File: src/apc_pkg.sv
// Shared constants, frame layout and record type for the parameter command frame parser
package apc_pkg;
	localparam logic [7:0] START_MARK = 8'h7E;
	localparam logic [7:0] CHK_GOOD = 8'hFF;
	localparam logic [7:0] TYPE_LOCAL = 8'h08;
	localparam logic [7:0] TYPE_QUEUE = 8'h09;
	localparam logic [7:0] TYPE_REMOTE = 8'h07;
	localparam logic [7:0] ID_SILENT = 8'h00;
	// Command names, two ASCII characters
	localparam logic [15:0] NAME_APPLY = 16'h4143;
	localparam logic [15:0] NAME_NODE = 16'h4E49;
	localparam logic [15:0] NAME_BAUD = 16'h4244;
	localparam logic [15:0] NAME_DEST = 16'h444C;
	// Body positions, counted from offset 3
	localparam logic [15:0] P_TYPE = 16'h0000;
	localparam logic [15:0] P_ID = 16'h0001;
	localparam logic [15:0] P_NAME_HI = 16'h0002;
	localparam logic [15:0] P_NAME_LO = 16'h0003;
	localparam logic [15:0] P_PARAM = 16'h0004;
	localparam logic [15:0] R_OPT = 16'h000A;
	localparam logic [15:0] R_NAME_HI = 16'h000B;
	localparam logic [15:0] R_NAME_LO = 16'h000C;
	localparam logic [15:0] R_PARAM = 16'h000D;
	localparam int OPT_APPLY_BIT = 1;
	// Setting slots and their values after reset
	localparam int NUM_SET = 3;
	localparam logic [1:0] SET_NODE = 2'h0;
	localparam logic [1:0] SET_BAUD = 2'h1;
	localparam logic [1:0] SET_DEST = 2'h2;
	localparam logic [31:0] NODE_RESET = 32'h00000000;
	localparam logic [31:0] BAUD_RESET = 32'h00000003;
	localparam logic [31:0] DEST_RESET = 32'h00000000;

	typedef struct packed {
		logic remote;
		logic [7:0] id;
		logic [15:0] name;
		logic has_value;
		logic apply;
		logic unknown;
		logic [31:0] value;
	} apc_rec_s;
endpackage

File: src/apc_rec_if.sv
// Record channel between the parser and its two-entry output buffer
`timescale 1ns/1ps
`default_nettype none
interface apc_rec_if;
	import apc_pkg::*;
	logic in_valid;
	logic in_ready;
	apc_rec_s in_rec;
	logic out_valid;
	logic out_ready;
	apc_rec_s out_rec;
	modport parser (output in_valid, output in_rec, input in_ready,
		input out_valid, input out_rec, output out_ready);
	modport buffer (input in_valid, input in_rec, output in_ready,
		output out_valid, output out_rec, input out_ready);
endinterface
`default_nettype wire

File: src/apc_buf2.sv
// Two-entry record buffer; record output straight from entry 0, valid from its own flop
`timescale 1ns/1ps
`default_nettype none
module apc_buf2 (
	input wire logic i_clk_sys,
	input wire logic i_rst,
	apc_rec_if.buffer ch
);
	import apc_pkg::*;
	apc_rec_s entry0;
	apc_rec_s entry1;
	logic [1:0] count;
	logic [1:0] next_count;
	logic has_head;
	wire push = ch.in_valid && ch.in_ready;
	wire pop = ch.out_valid && ch.out_ready;

	// Entry 0 is the head; ready falls only when both are held
	assign ch.in_ready = (count != 2'h2);
	// Head valid has its own flop so the port never sees a decode
	assign ch.out_valid = has_head;
	assign ch.out_rec = entry0;
	assign next_count = count + {1'b0, push} - {1'b0, pop};

	// Shift on pop, fill the lowest free slot on push
	always_ff @(posedge i_clk_sys) begin
		if (i_rst) begin
			count <= 2'h0;
			has_head <= 1'b0;
			entry0 <= '0;
			entry1 <= '0;
		end else begin
			if (pop) begin
				entry0 <= (push && count == 2'h1) ? ch.in_rec : entry1;
			end else if (push && count == 2'h0) begin
				entry0 <= ch.in_rec;
			end
			if (push && ((count == 2'h1 && !pop) || count == 2'h2)) begin
				entry1 <= ch.in_rec;
			end
			count <= next_count;
			has_head <= (next_count != 2'h0);
		end
	end
endmodule
`default_nettype wire

File: src/apc_frame_parser.sv
// Parameter command frame parser with local setting store
`timescale 1ns/1ps
`default_nettype none
module apc_frame_parser (
	input wire logic i_clk_sys,
	input wire logic i_rst,
	input wire logic i_rx_valid,
	input wire logic [7:0] i_rx_data,
	output logic o_rx_ready,
	input wire logic i_rec_ready,
	output logic o_rec_valid,
	output logic o_rec_remote,
	output logic [7:0] o_rec_id,
	output logic [15:0] o_rec_name,
	output logic o_rec_has_value,
	output logic o_rec_apply,
	output logic o_rec_unknown,
	output logic [31:0] o_rec_value,
	output logic [31:0] o_node_label_param,
	output logic [31:0] o_baud_rate_param,
	output logic [31:0] o_destination_low_param
);
	import apc_pkg::*;

	typedef enum logic [2:0] {ST_START, ST_LEN_HI, ST_LEN_LO, ST_BODY, ST_CHK, ST_EMIT} apc_state_e;

	apc_state_e state;
	apc_state_e next_state;
	logic rdy;
	logic [7:0] len_hi;
	logic [15:0] len;
	logic [15:0] pos;
	logic [7:0] sum;
	logic [7:0] ftype;
	logic [7:0] fid;
	logic [15:0] name;
	logic [7:0] opts;
	logic [31:0] val;
	logic has_val;
	apc_rec_s rec;
	apc_rec_s next_rec;
	logic [NUM_SET-1:0][31:0] act;
	logic [NUM_SET-1:0][31:0] pend;
	logic [NUM_SET-1:0][31:0] next_pend;
	logic [1:0] sel;
	logic known;

	apc_rec_if ch ();

	apc_buf2 u_buf (
		.i_clk_sys(i_clk_sys),
		.i_rst(i_rst),
		.ch(ch)
	);

	// Byte handshake and frame-level decode
	wire accept = i_rx_valid && rdy;
	wire [7:0] sum_next = sum + i_rx_data;
	wire is_remote = (ftype == TYPE_REMOTE);
	wire local_type = (ftype == TYPE_LOCAL) || (ftype == TYPE_QUEUE);
	wire [15:0] name_hi_pos = is_remote ? R_NAME_HI : P_NAME_HI;
	wire [15:0] name_lo_pos = is_remote ? R_NAME_LO : P_NAME_LO;
	wire [15:0] param_pos = is_remote ? R_PARAM : P_PARAM;
	wire [15:0] pos_next = pos + 16'h0001;
	wire body_acc = (state == ST_BODY) && accept;
	wire chk_acc = (state == ST_CHK) && accept;
	wire sum_ok = (sum_next == CHK_GOOD);
	wire good = chk_acc && sum_ok;
	wire is_apply = (name == NAME_APPLY);
	wire wr = good && local_type && has_val && known;
	wire commit = good && ((ftype == TYPE_LOCAL) || (local_type && is_apply));
	wire want_rsp = local_type && (fid != ID_SILENT);
	wire want = want_rsp || is_remote;

	// Setting slot from command name
	always_comb begin
		known = 1'b1;
		unique case (name)
			NAME_NODE: sel = SET_NODE;
			NAME_BAUD: sel = SET_BAUD;
			NAME_DEST: sel = SET_DEST;
			default: begin
				sel = SET_NODE;
				known = 1'b0;
			end
		endcase
	end

	always_comb begin
		next_pend = pend;
		if (wr) begin
			next_pend[sel] = val;
		end
	end

	// Record for the host or the remote path
	always_comb begin
		next_rec = '0;
		next_rec.remote = is_remote;
		next_rec.id = fid;
		next_rec.name = name;
		next_rec.has_value = has_val;
		next_rec.apply = is_remote ? opts[OPT_APPLY_BIT] : commit;
		next_rec.unknown = local_type && !known && !is_apply;
		next_rec.value = (has_val || is_remote) ? val : act[sel];
	end

	// Frame sequencing
	always_comb begin
		next_state = state;
		unique case (state)
			ST_START: begin
				if (accept && i_rx_data == START_MARK) begin
					next_state = ST_LEN_HI;
				end
			end
			ST_LEN_HI: begin
				if (accept) begin
					next_state = ST_LEN_LO;
				end
			end
			ST_LEN_LO: begin
				if (accept) begin
					next_state = ({len_hi, i_rx_data} == 16'h0000) ? ST_CHK : ST_BODY;
				end
			end
			ST_BODY: begin
				if (accept && pos_next == len) begin
					next_state = ST_CHK;
				end
			end
			ST_CHK: begin
				if (accept) begin
					next_state = (sum_ok && want) ? ST_EMIT : ST_START;
				end
			end
			ST_EMIT: begin
				if (ch.in_ready) begin
					next_state = ST_START;
				end
			end
		endcase
	end

	assign ch.in_valid = (state == ST_EMIT);
	assign ch.in_rec = rec;
	assign ch.out_ready = i_rec_ready;

	// Port view of ready, the buffer head and the active settings; all registered
	assign o_rx_ready = rdy;
	assign o_rec_valid = ch.out_valid;
	assign o_rec_remote = ch.out_rec.remote;
	assign o_rec_id = ch.out_rec.id;
	assign o_rec_name = ch.out_rec.name;
	assign o_rec_has_value = ch.out_rec.has_value;
	assign o_rec_apply = ch.out_rec.apply;
	assign o_rec_unknown = ch.out_rec.unknown;
	assign o_rec_value = ch.out_rec.value;
	assign o_node_label_param = act[SET_NODE];
	assign o_baud_rate_param = act[SET_BAUD];
	assign o_destination_low_param = act[SET_DEST];

	// State, handshake and length; ready stays low while a record waits
	always_ff @(posedge i_clk_sys) begin
		if (i_rst) begin
			state <= ST_START;
			rdy <= 1'b0;
			len_hi <= 8'h00;
			len <= 16'h0000;
		end else begin
			state <= next_state;
			rdy <= (next_state != ST_EMIT);
			if (state == ST_LEN_HI && accept) begin
				len_hi <= i_rx_data;
			end
			if (state == ST_LEN_LO && accept) begin
				len <= {len_hi, i_rx_data};
			end
		end
	end

	// Body field capture, cleared at each marker
	always_ff @(posedge i_clk_sys) begin
		if (i_rst || (state == ST_START && accept)) begin
			pos <= 16'h0000;
			sum <= 8'h00;
			ftype <= 8'h00;
			fid <= 8'h00;
			name <= 16'h0000;
			opts <= 8'h00;
			val <= 32'h00000000;
			has_val <= 1'b0;
		end else if (body_acc) begin
			pos <= pos_next;
			sum <= sum_next;
			if (pos == P_TYPE) begin
				ftype <= i_rx_data;
			end
			if (pos == P_ID) begin
				fid <= i_rx_data;
			end
			if (pos == name_hi_pos) begin
				name[15:8] <= i_rx_data;
			end
			if (pos == name_lo_pos) begin
				name[7:0] <= i_rx_data;
			end
			if (is_remote && pos == R_OPT) begin
				opts <= i_rx_data;
			end
			if (pos >= param_pos) begin
				val <= {val[23:0], i_rx_data};
				has_val <= 1'b1;
			end
		end
	end

	// Setting store and pending record; only good frames touch it
	always_ff @(posedge i_clk_sys) begin
		if (i_rst) begin
			act <= {DEST_RESET, BAUD_RESET, NODE_RESET};
			pend <= {DEST_RESET, BAUD_RESET, NODE_RESET};
			rec <= '0;
		end else if (good) begin
			pend <= next_pend;
			rec <= next_rec;
			if (commit) begin
				act <= next_pend;
			end
		end
	end
endmodule
`default_nettype wire

File: config.mk
export PLATFORM = sky130hd
export DESIGN_NAME = apc_frame_parser
export DESIGN_NICKNAME = d
export VERILOG_FILES = /design/src/apc_pkg.sv /design/src/apc_rec_if.sv /design/src/apc_buf2.sv /design/src/apc_frame_parser.sv
export SDC_FILE = /design/constraint.sdc
export NUM_CORES = 1
export LEC_CHECK = 0
export ABC_AREA = 1
export BUFFER_PORTS_ARGS = -buffer_cell sky130_fd_sc_hd__clkbuf_2
export CAP_MARGIN = 0
export CELL_PAD_IN_SITES_DETAIL_PLACEMENT = 0
export CELL_PAD_IN_SITES_GLOBAL_PLACEMENT = 1
export CORE_AREA = 2 2 268 204
export DETAILED_ROUTE_END_ITERATION = 10
export DIE_AREA = 0 0 270 206
export PLACE_DENSITY_LB_ADDON = 0.1
export SLEW_MARGIN = 40
export SYNTH_ARGS = -nofsm -noshare
export SYNTH_HDL_FRONTEND = slang
export SYNTH_SLANG_ARGS = --single-unit
File: constraint.sdc
create_clock -name i_clk_sys -period 3.51 [get_ports i_clk_sys]
set_clock_uncertainty 0.15 [all_clocks]
set_input_delay 0.702 -clock i_clk_sys [delete_from_list [all_inputs] [get_ports i_clk_sys]]
set_output_delay 0.702 -clock i_clk_sys [all_outputs]
set_load 0.01 [all_outputs]
---- Word level (Yosys, flattened, before mapping) ----
Cells that the tools add are included.
cells by class
  equality and inequality tests ........... 23
  $add $sub $neg .......................... 4
  reduce and logical (&&, ||, !) cells .... 50
  multiplexer cells ....................... 25
  order comparisons ....................... 3
operators by type and width
  operator                                         count
  2-to-1 mux 60 bit                                3
  bitwise mux 96 bit                               1
  2-to-1 mux 32 bit                                3
  2-to-1 mux 96 bit                                1
  binary-select mux 32 bit (select 2 bit)          1
  demux 32 bit (select 2 bit)                      1
  == test 16 x 15 -> 1 bit, second input constant  4
  == test 16 x 4 -> 1 bit                          2
  zero test 16 bit                                 2
  logical AND 1 bit                                26
  2-to-1 mux 3 bit                                 8
  one-hot mux 3 bit (6 select lines)               1
  adder 16 x 1 -> 16 bit, second input constant    1
  == test 16 x 1 -> 1 bit, second input constant   1
  == test 16 bit                                   1
  == test 16 x 4 -> 1 bit, second input constant   1
  == test 8 x 4 -> 1 bit, second input constant    2
  >= comparator 16 x 4 -> 1 bit                    1
  AND reduction 2 bit                              7
  2-to-1 mux 4 bit                                 3
  adder 8 bit                                      1
  == test 8 x 3 -> 1 bit, second input constant    1
  == test 8 x 7 -> 1 bit, second input constant    1
  == test 8 bit, second input constant             1
  other kinds (20)                                 31
word-level totals
  bits in registers ....................... 494
  logic and storage cells ................. 147
  bits of input ports ..................... 12
  output and inout port bits .............. 158

---- Logic depth before layout (Yosys ltp) ----
  depth in word-level cells ............... 9
  gate-level depth with buffers ........... 18
  gate-level depth less buffers ........... 17

---- By module ----
From an unflattened synthesis, not the netlist that was laid out.
unflattened totals
  cell total of the unflattened synthesis .. 3036
  area total of the unflattened synthesis .. 21659.5 um^2
by module, submodules not included
  module            cells an instance  seq. area each (um^2)  area an instance (um^2)  instances
  apc_frame_parser  2214               7407.1                 16079.2                  1
  apc_buf2          822                2462.4                 5580.4                   1

---- Worst setup path after synthesis ----
Ideal clock, no wire load.
  path kind ............................... in2reg
  start ................................... input port i_rx_data[0]
  end ..................................... register act (netlist bit o_baud_rate_param[11])
  arrival time ............................ 2.639 ns
  cell stages on the path ................. 14
  library setup time ...................... 0.109 ns
  slack ................................... 0.612 ns
  buffers on the path ..................... 1
  data required time ...................... 3.251 ns
  path through ............................ ha_1 > fa_1 > xnor2_1 > nor2_1 > nand3_1 > nor2_2 > nand3_4 > nor2_8 > nand3_1 > buf_2 > nand2_1 > nand3_1 > nand2_1 > inv_1
on the way
  longest elaborated chain between the ends .. 7
  elaborated cells on any way between the ends .. 9
  classes of those cells .................. add/sub (1); eq/ne (1); mux (1); reduce/logical (6)
RTL lines
  element                         line                     text
  start: declaration              apc_frame_parser.sv:8    input wire logic [7:0] i_rx_data,
  adder 8 bit (*)                 apc_frame_parser.sv:58   wire [7:0] sum_next = sum + i_rx_data;
  == test 8 bit (*)               apc_frame_parser.sv:67   wire sum_ok = (sum_next == CHK_GOOD);
  logical AND 1 bit (*)           apc_frame_parser.sv:68   wire good = chk_acc && sum_ok;
  logical AND 1 bit (3 in a row)  apc_frame_parser.sv:70   wire wr = good && local_type && has_val && known;
  2-to-1 mux 96 bit               apc_frame_parser.sv:91   if (wr) begin
  end signal: assignment          apc_frame_parser.sv:221  act <= {DEST_RESET, BAUD_RESET, NODE_RESET};
  end signal: assignment          apc_frame_parser.sv:228  act <= next_pend;
  end: declaration                apc_frame_parser.sv:42   logic [NUM_SET-1:0][31:0] act;
Mark *: on every way between the ends. The rest lies on a longest branch, timed or not.
A chain may end at the register's enable or synchronous reset.

---- Worst setup path after layout ----
  start ................................... register name[3]
  end ..................................... register act (netlist bit o_destination_low_param[14])
on the way
  longest elaborated chain between the ends .. 8
  elaborated cells on any way between the ends .. 19
  classes of those cells .................. order compare (2); eq/ne (4); mux (6); reduce/logical (7)
RTL lines
  element                                                                                                   line                     text
  start: declaration                                                                                        apc_frame_parser.sv:36   logic [15:0] name;
  start signal: assignment                                                                                  apc_frame_parser.sv:206  name[7:0] <= i_rx_data;
  == test 16 x 15 -> 1 bit                                                                                  apc_frame_parser.sv:78   unique case (name)
  one-hot mux 2 bit (2 select lines)                                                                        apc_frame_parser.sv:78
  < comparator 2 x 3 -> 1 bit (not written as such) / >= comparator 2 x 1 -> 1 bit (equally long branches)  apc_frame_parser.sv:92   next_pend[sel] = val;
  logical AND 1 bit (not written as such)                                                                   apc_frame_parser.sv:92
  2-to-1 mux 32 bit (not written as such)                                                                   apc_frame_parser.sv:92
  demux 32 bit (select 2 bit)                                                                               apc_frame_parser.sv:92
  bitwise mux 96 bit                                                                                        apc_frame_parser.sv:92
  2-to-1 mux 96 bit                                                                                         apc_frame_parser.sv:91
Several ways; a longest one is shown, not always the timed one.

==> out/metrics.yaml <==
antenna_found_initial: 0
stdcell_area_mm2: 0.0243
hold_ws_ns: 0.302
ys_warn_count: 0
grt_pass1_vias: 17900
synth_top_area_cell: "dfxtp_1"
die_area_mm2: 0.0556
final_nets: 3038
rows: 74
r2r_slack_ns: 0.60
hold_class: "flip-flop to flip-flop"
critPathKind: "flip-flop to flip-flop"
start_util_pct: 39.3
reg2reg_to: "o_destination_low_param[14]$_SDFFE_PP0P_"
drc: 0
cts_setup_buffers: 0
cp-start-kind: "flip-flop"
p_per_area_mw_per_mm2: 487
combPwrFrac_pct: 5.2
tightest_slew_ns: 1.00
cts.sinks: 493
post_cts_resize_count: 0
wirelength_mm: 66.1
p_sw_mw: 2.83
sw_frac_of_total_pct: 23.9
postLayoutCoreUtil_pct: 45.6
layout_setup_ws_ns: 0.596
holdCritStartpoint: "ch.in_rec[58]$_SDFFE_PP0P_"
synth_area_mm2: 0.0210
crit_arrival_ns: 3.32
ir_drop_uv: 353
cts_tree: "yes"
internal-power_mw: 9.03
synthFlopType: "dfxtp_1"
core_area_mm2: 0.0534
synth_area_leaders: "dfxtp_1, nand2_1, a21oi_1"
vias: 19700
ys_types: 41
power_mw: 11.9
outcome: "finished, final reports clean"
rsz0062_at_grt: "no"
period_needed_ns: 2.91
period_share_pct: 83.0
place_ws_ns: 0.119
p_seq_share_pct: 48.5
drv_cap: 0
crit_chain: "inv_1 -> nand3_1 -> nor3_1 -> nand2_1 -> nand2_2 -> a21oi_2 -> nor2_8 -> buf_4 -> nand4_1 -> nand3_1 -> nand2_1 -> inv_1"
synth-seq-cells: 493
fmax_mhz: 343
grt_max_degree: 181
ys_seq_area_share_pct: 47.0
r2r_start: "name[3]$_SDFFE_PP0P_"
gr-total-overflow: 0
async_flop_share_pct: 0
dr.first_iter.drc_count: 1597
hold_viol_final: 0
synth-edff-count: 0
netlist.area_leader.share_pct: 47.0
syn2layout_area_growth_pct: 16.0
track_usage_pct: 23.2
die_w_um: 270
holdPathEnd: "u_buf.entry1[58]$_SDFFE_PP0P_"
post_drt_wl_per_cell_um: 17.6
syn_avg_cell_area_um2: 7.18
gp_congestion: 0.831
postRouteAntennaNets: 0
clkSlewWorstSetupHoldPaths_ns: 0.06
place_area_mm2: 0.0227
tns_ns: 0
io_buffers: 169
finalSetupViolCount: 0
critPathCaptureType: "flip-flop"
p_leak_nw: 10.4
antenna_cells: 0
htreeDepth: 2
crit_required_ns: 3.92
synth_cells: 2921
root_buffer: "clkbuf_16"
drive_above_1_share_pct: 11.1
rr_worst_depth: 12
fin_cells: 3765
whs_path_depth: 2
final.fill_count: 5479
hold_buffers: 0
placed_cells: 3678
p_clk_share_pct: 46.3
slowest_stage: "buf_4"
synth_fp_nets: 2949
slew-limit-headroom_pct: 33.2
viasPerCell: 5.23
cts_buffers: 52
grt_first_pass_wirelength_mm: 103
slew_viol_final: 0
boundaryPins: 170
clock_path_buffers: 3
fp.dieH_um: 206
slowest_delay_ns: 0.41
dp.final_hpwl_mm: 43.3
cp_max_fo: 28
drt_pass1_iterations: 5
clk_latency_ns: 0.62
layout by cell type (no fill, tap or decap), types with 15 or more instances in the layout:
| cell | instances |
|---|---|
| a211oi_1 | 17 |
| inv_1 | 273 |
| dfxtp_1 | 493 |
| nor2_1 | 300 |
| ha_1 | 15 |
| nand2_1 | 569 |
| clkbuf_16 | 52 |
| o21ai_0 | 324 |
| clkbuf_2 | 168 |
| nand3_1 | 154 |
| buf_12 | 21 |
| a21oi_1 | 349 |
| buf_4 | 39 |
| nand4_1 | 147 |
cells in the mapped netlist (2+ instances only):
cell,count
nor4_1,6
inv_1,273
a31oi_1,2
dfxtp_1,493
nor2_8,2
nand3b_1,5
nor3_1,11
clkbuf_1,118
or2_2,2
nand4_2,2
o22ai_1,6
buf_1,16
a21oi_1,349
o21bai_1,2
nor2_2,3
a211oi_1,17
nand4_1,147
buf_2,55
xnor2_1,4
buf_6,3
ha_1,15
nand3_1,154
o21ai_0,324
nand2_1,570
nand3_2,2
mux2i_1,3
nor2_1,302
inv_2,14
o211ai_1,9
power by group through the flow:
stage	logic (mW)	registers, mW	clock network, mW
3_5_place_dp	0.617	5.87	0
6_report	0.614	5.75	5.49
4_1_cts	0.621	5.75	5.63
3_3_place_gp	0.615	5.87	0
5_1_grt	0.689	5.75	5.82
2_1_floorplan	0.337	5.88	0
critical path, delay by kind of cell, from the launching register on:
kind                   cells  cell delay [ns]
AOI/OAI and AO/OA          1             0.11
buffers and inverters      3             0.61
DFF                        1             0.34
and+or+nand+nor            8             1.61
layer usage:
| layer | global-route usage (%) | up-vias | routed length [µm] |
|---|---|---|---|
| met5 | 0 | - | 0 |
| met4 | 5.79 | 0 | 1240 |
| met3 | 3.14 | 82 | 3580 |
| met2 | 34.0 | 514 | 27300 |
| met1 | 35.5 | 9257 | 33900 |
| li1 | - | 9848 | - |
cells by family after synthesis:
logic type | share of synthesized area [%]
compound gates | 17.4
xor+xnor | 0.316
fa+ha+maj | 0.990
buf+inv | 9.13
flops | 47.0
mux | 0.143
simple gates | 25.0
final cells by class:
class                      instances  area, µm²  area share (%)
tap                              722        903            3.71
clock buffer                      78       1530            6.28
multi-input combinational       1946       9240            38.0
sequential                       493       9870            40.5
timing repair buffer             229       1570            6.43
clock inverter                     9        146           0.601
inverter                         288       1080            4.45
worst max-delay path by stage:
stage          slack (ns)                 start                                  endpoint  depth (start not counted)
5_1_grt              0.37   sum[0]$_SDFFE_PP0P_        o_node_label_param[6]$_SDFFE_PP0P_                         13
3_3_place_gp         0.18          i_rx_data[0]        o_baud_rate_param[10]$_SDFFE_PP0P_                         16
3_5_place_dp         0.12          i_rx_data[0]   o_destination_low_param[9]$_SDFFE_PP0P_                         15
2_1_floorplan        0.61          i_rx_data[0]        o_baud_rate_param[11]$_SDFFE_PP0P_                         14
6_report             0.60  name[3]$_SDFFE_PP0P_  o_destination_low_param[14]$_SDFFE_PP0P_                         12
4_1_cts              0.61  name[3]$_SDFFE_PP0P_                ch.in_rec[31]$_SDFFE_PP0P_                         13
flip-flops by register name, summed over array words and instances, names as in the netlist, 16 cells and up:
name                     flops
o_baud_rate_param           32
u_buf.entry1                60
pend                        96
o_node_label_param          32
o_destination_low_param     32
name                        16
len                         16
ch.in_rec                   60
val                         32
pos                         16
u_buf.ch.out_rec            60
(Power assumes the default switching activity.)
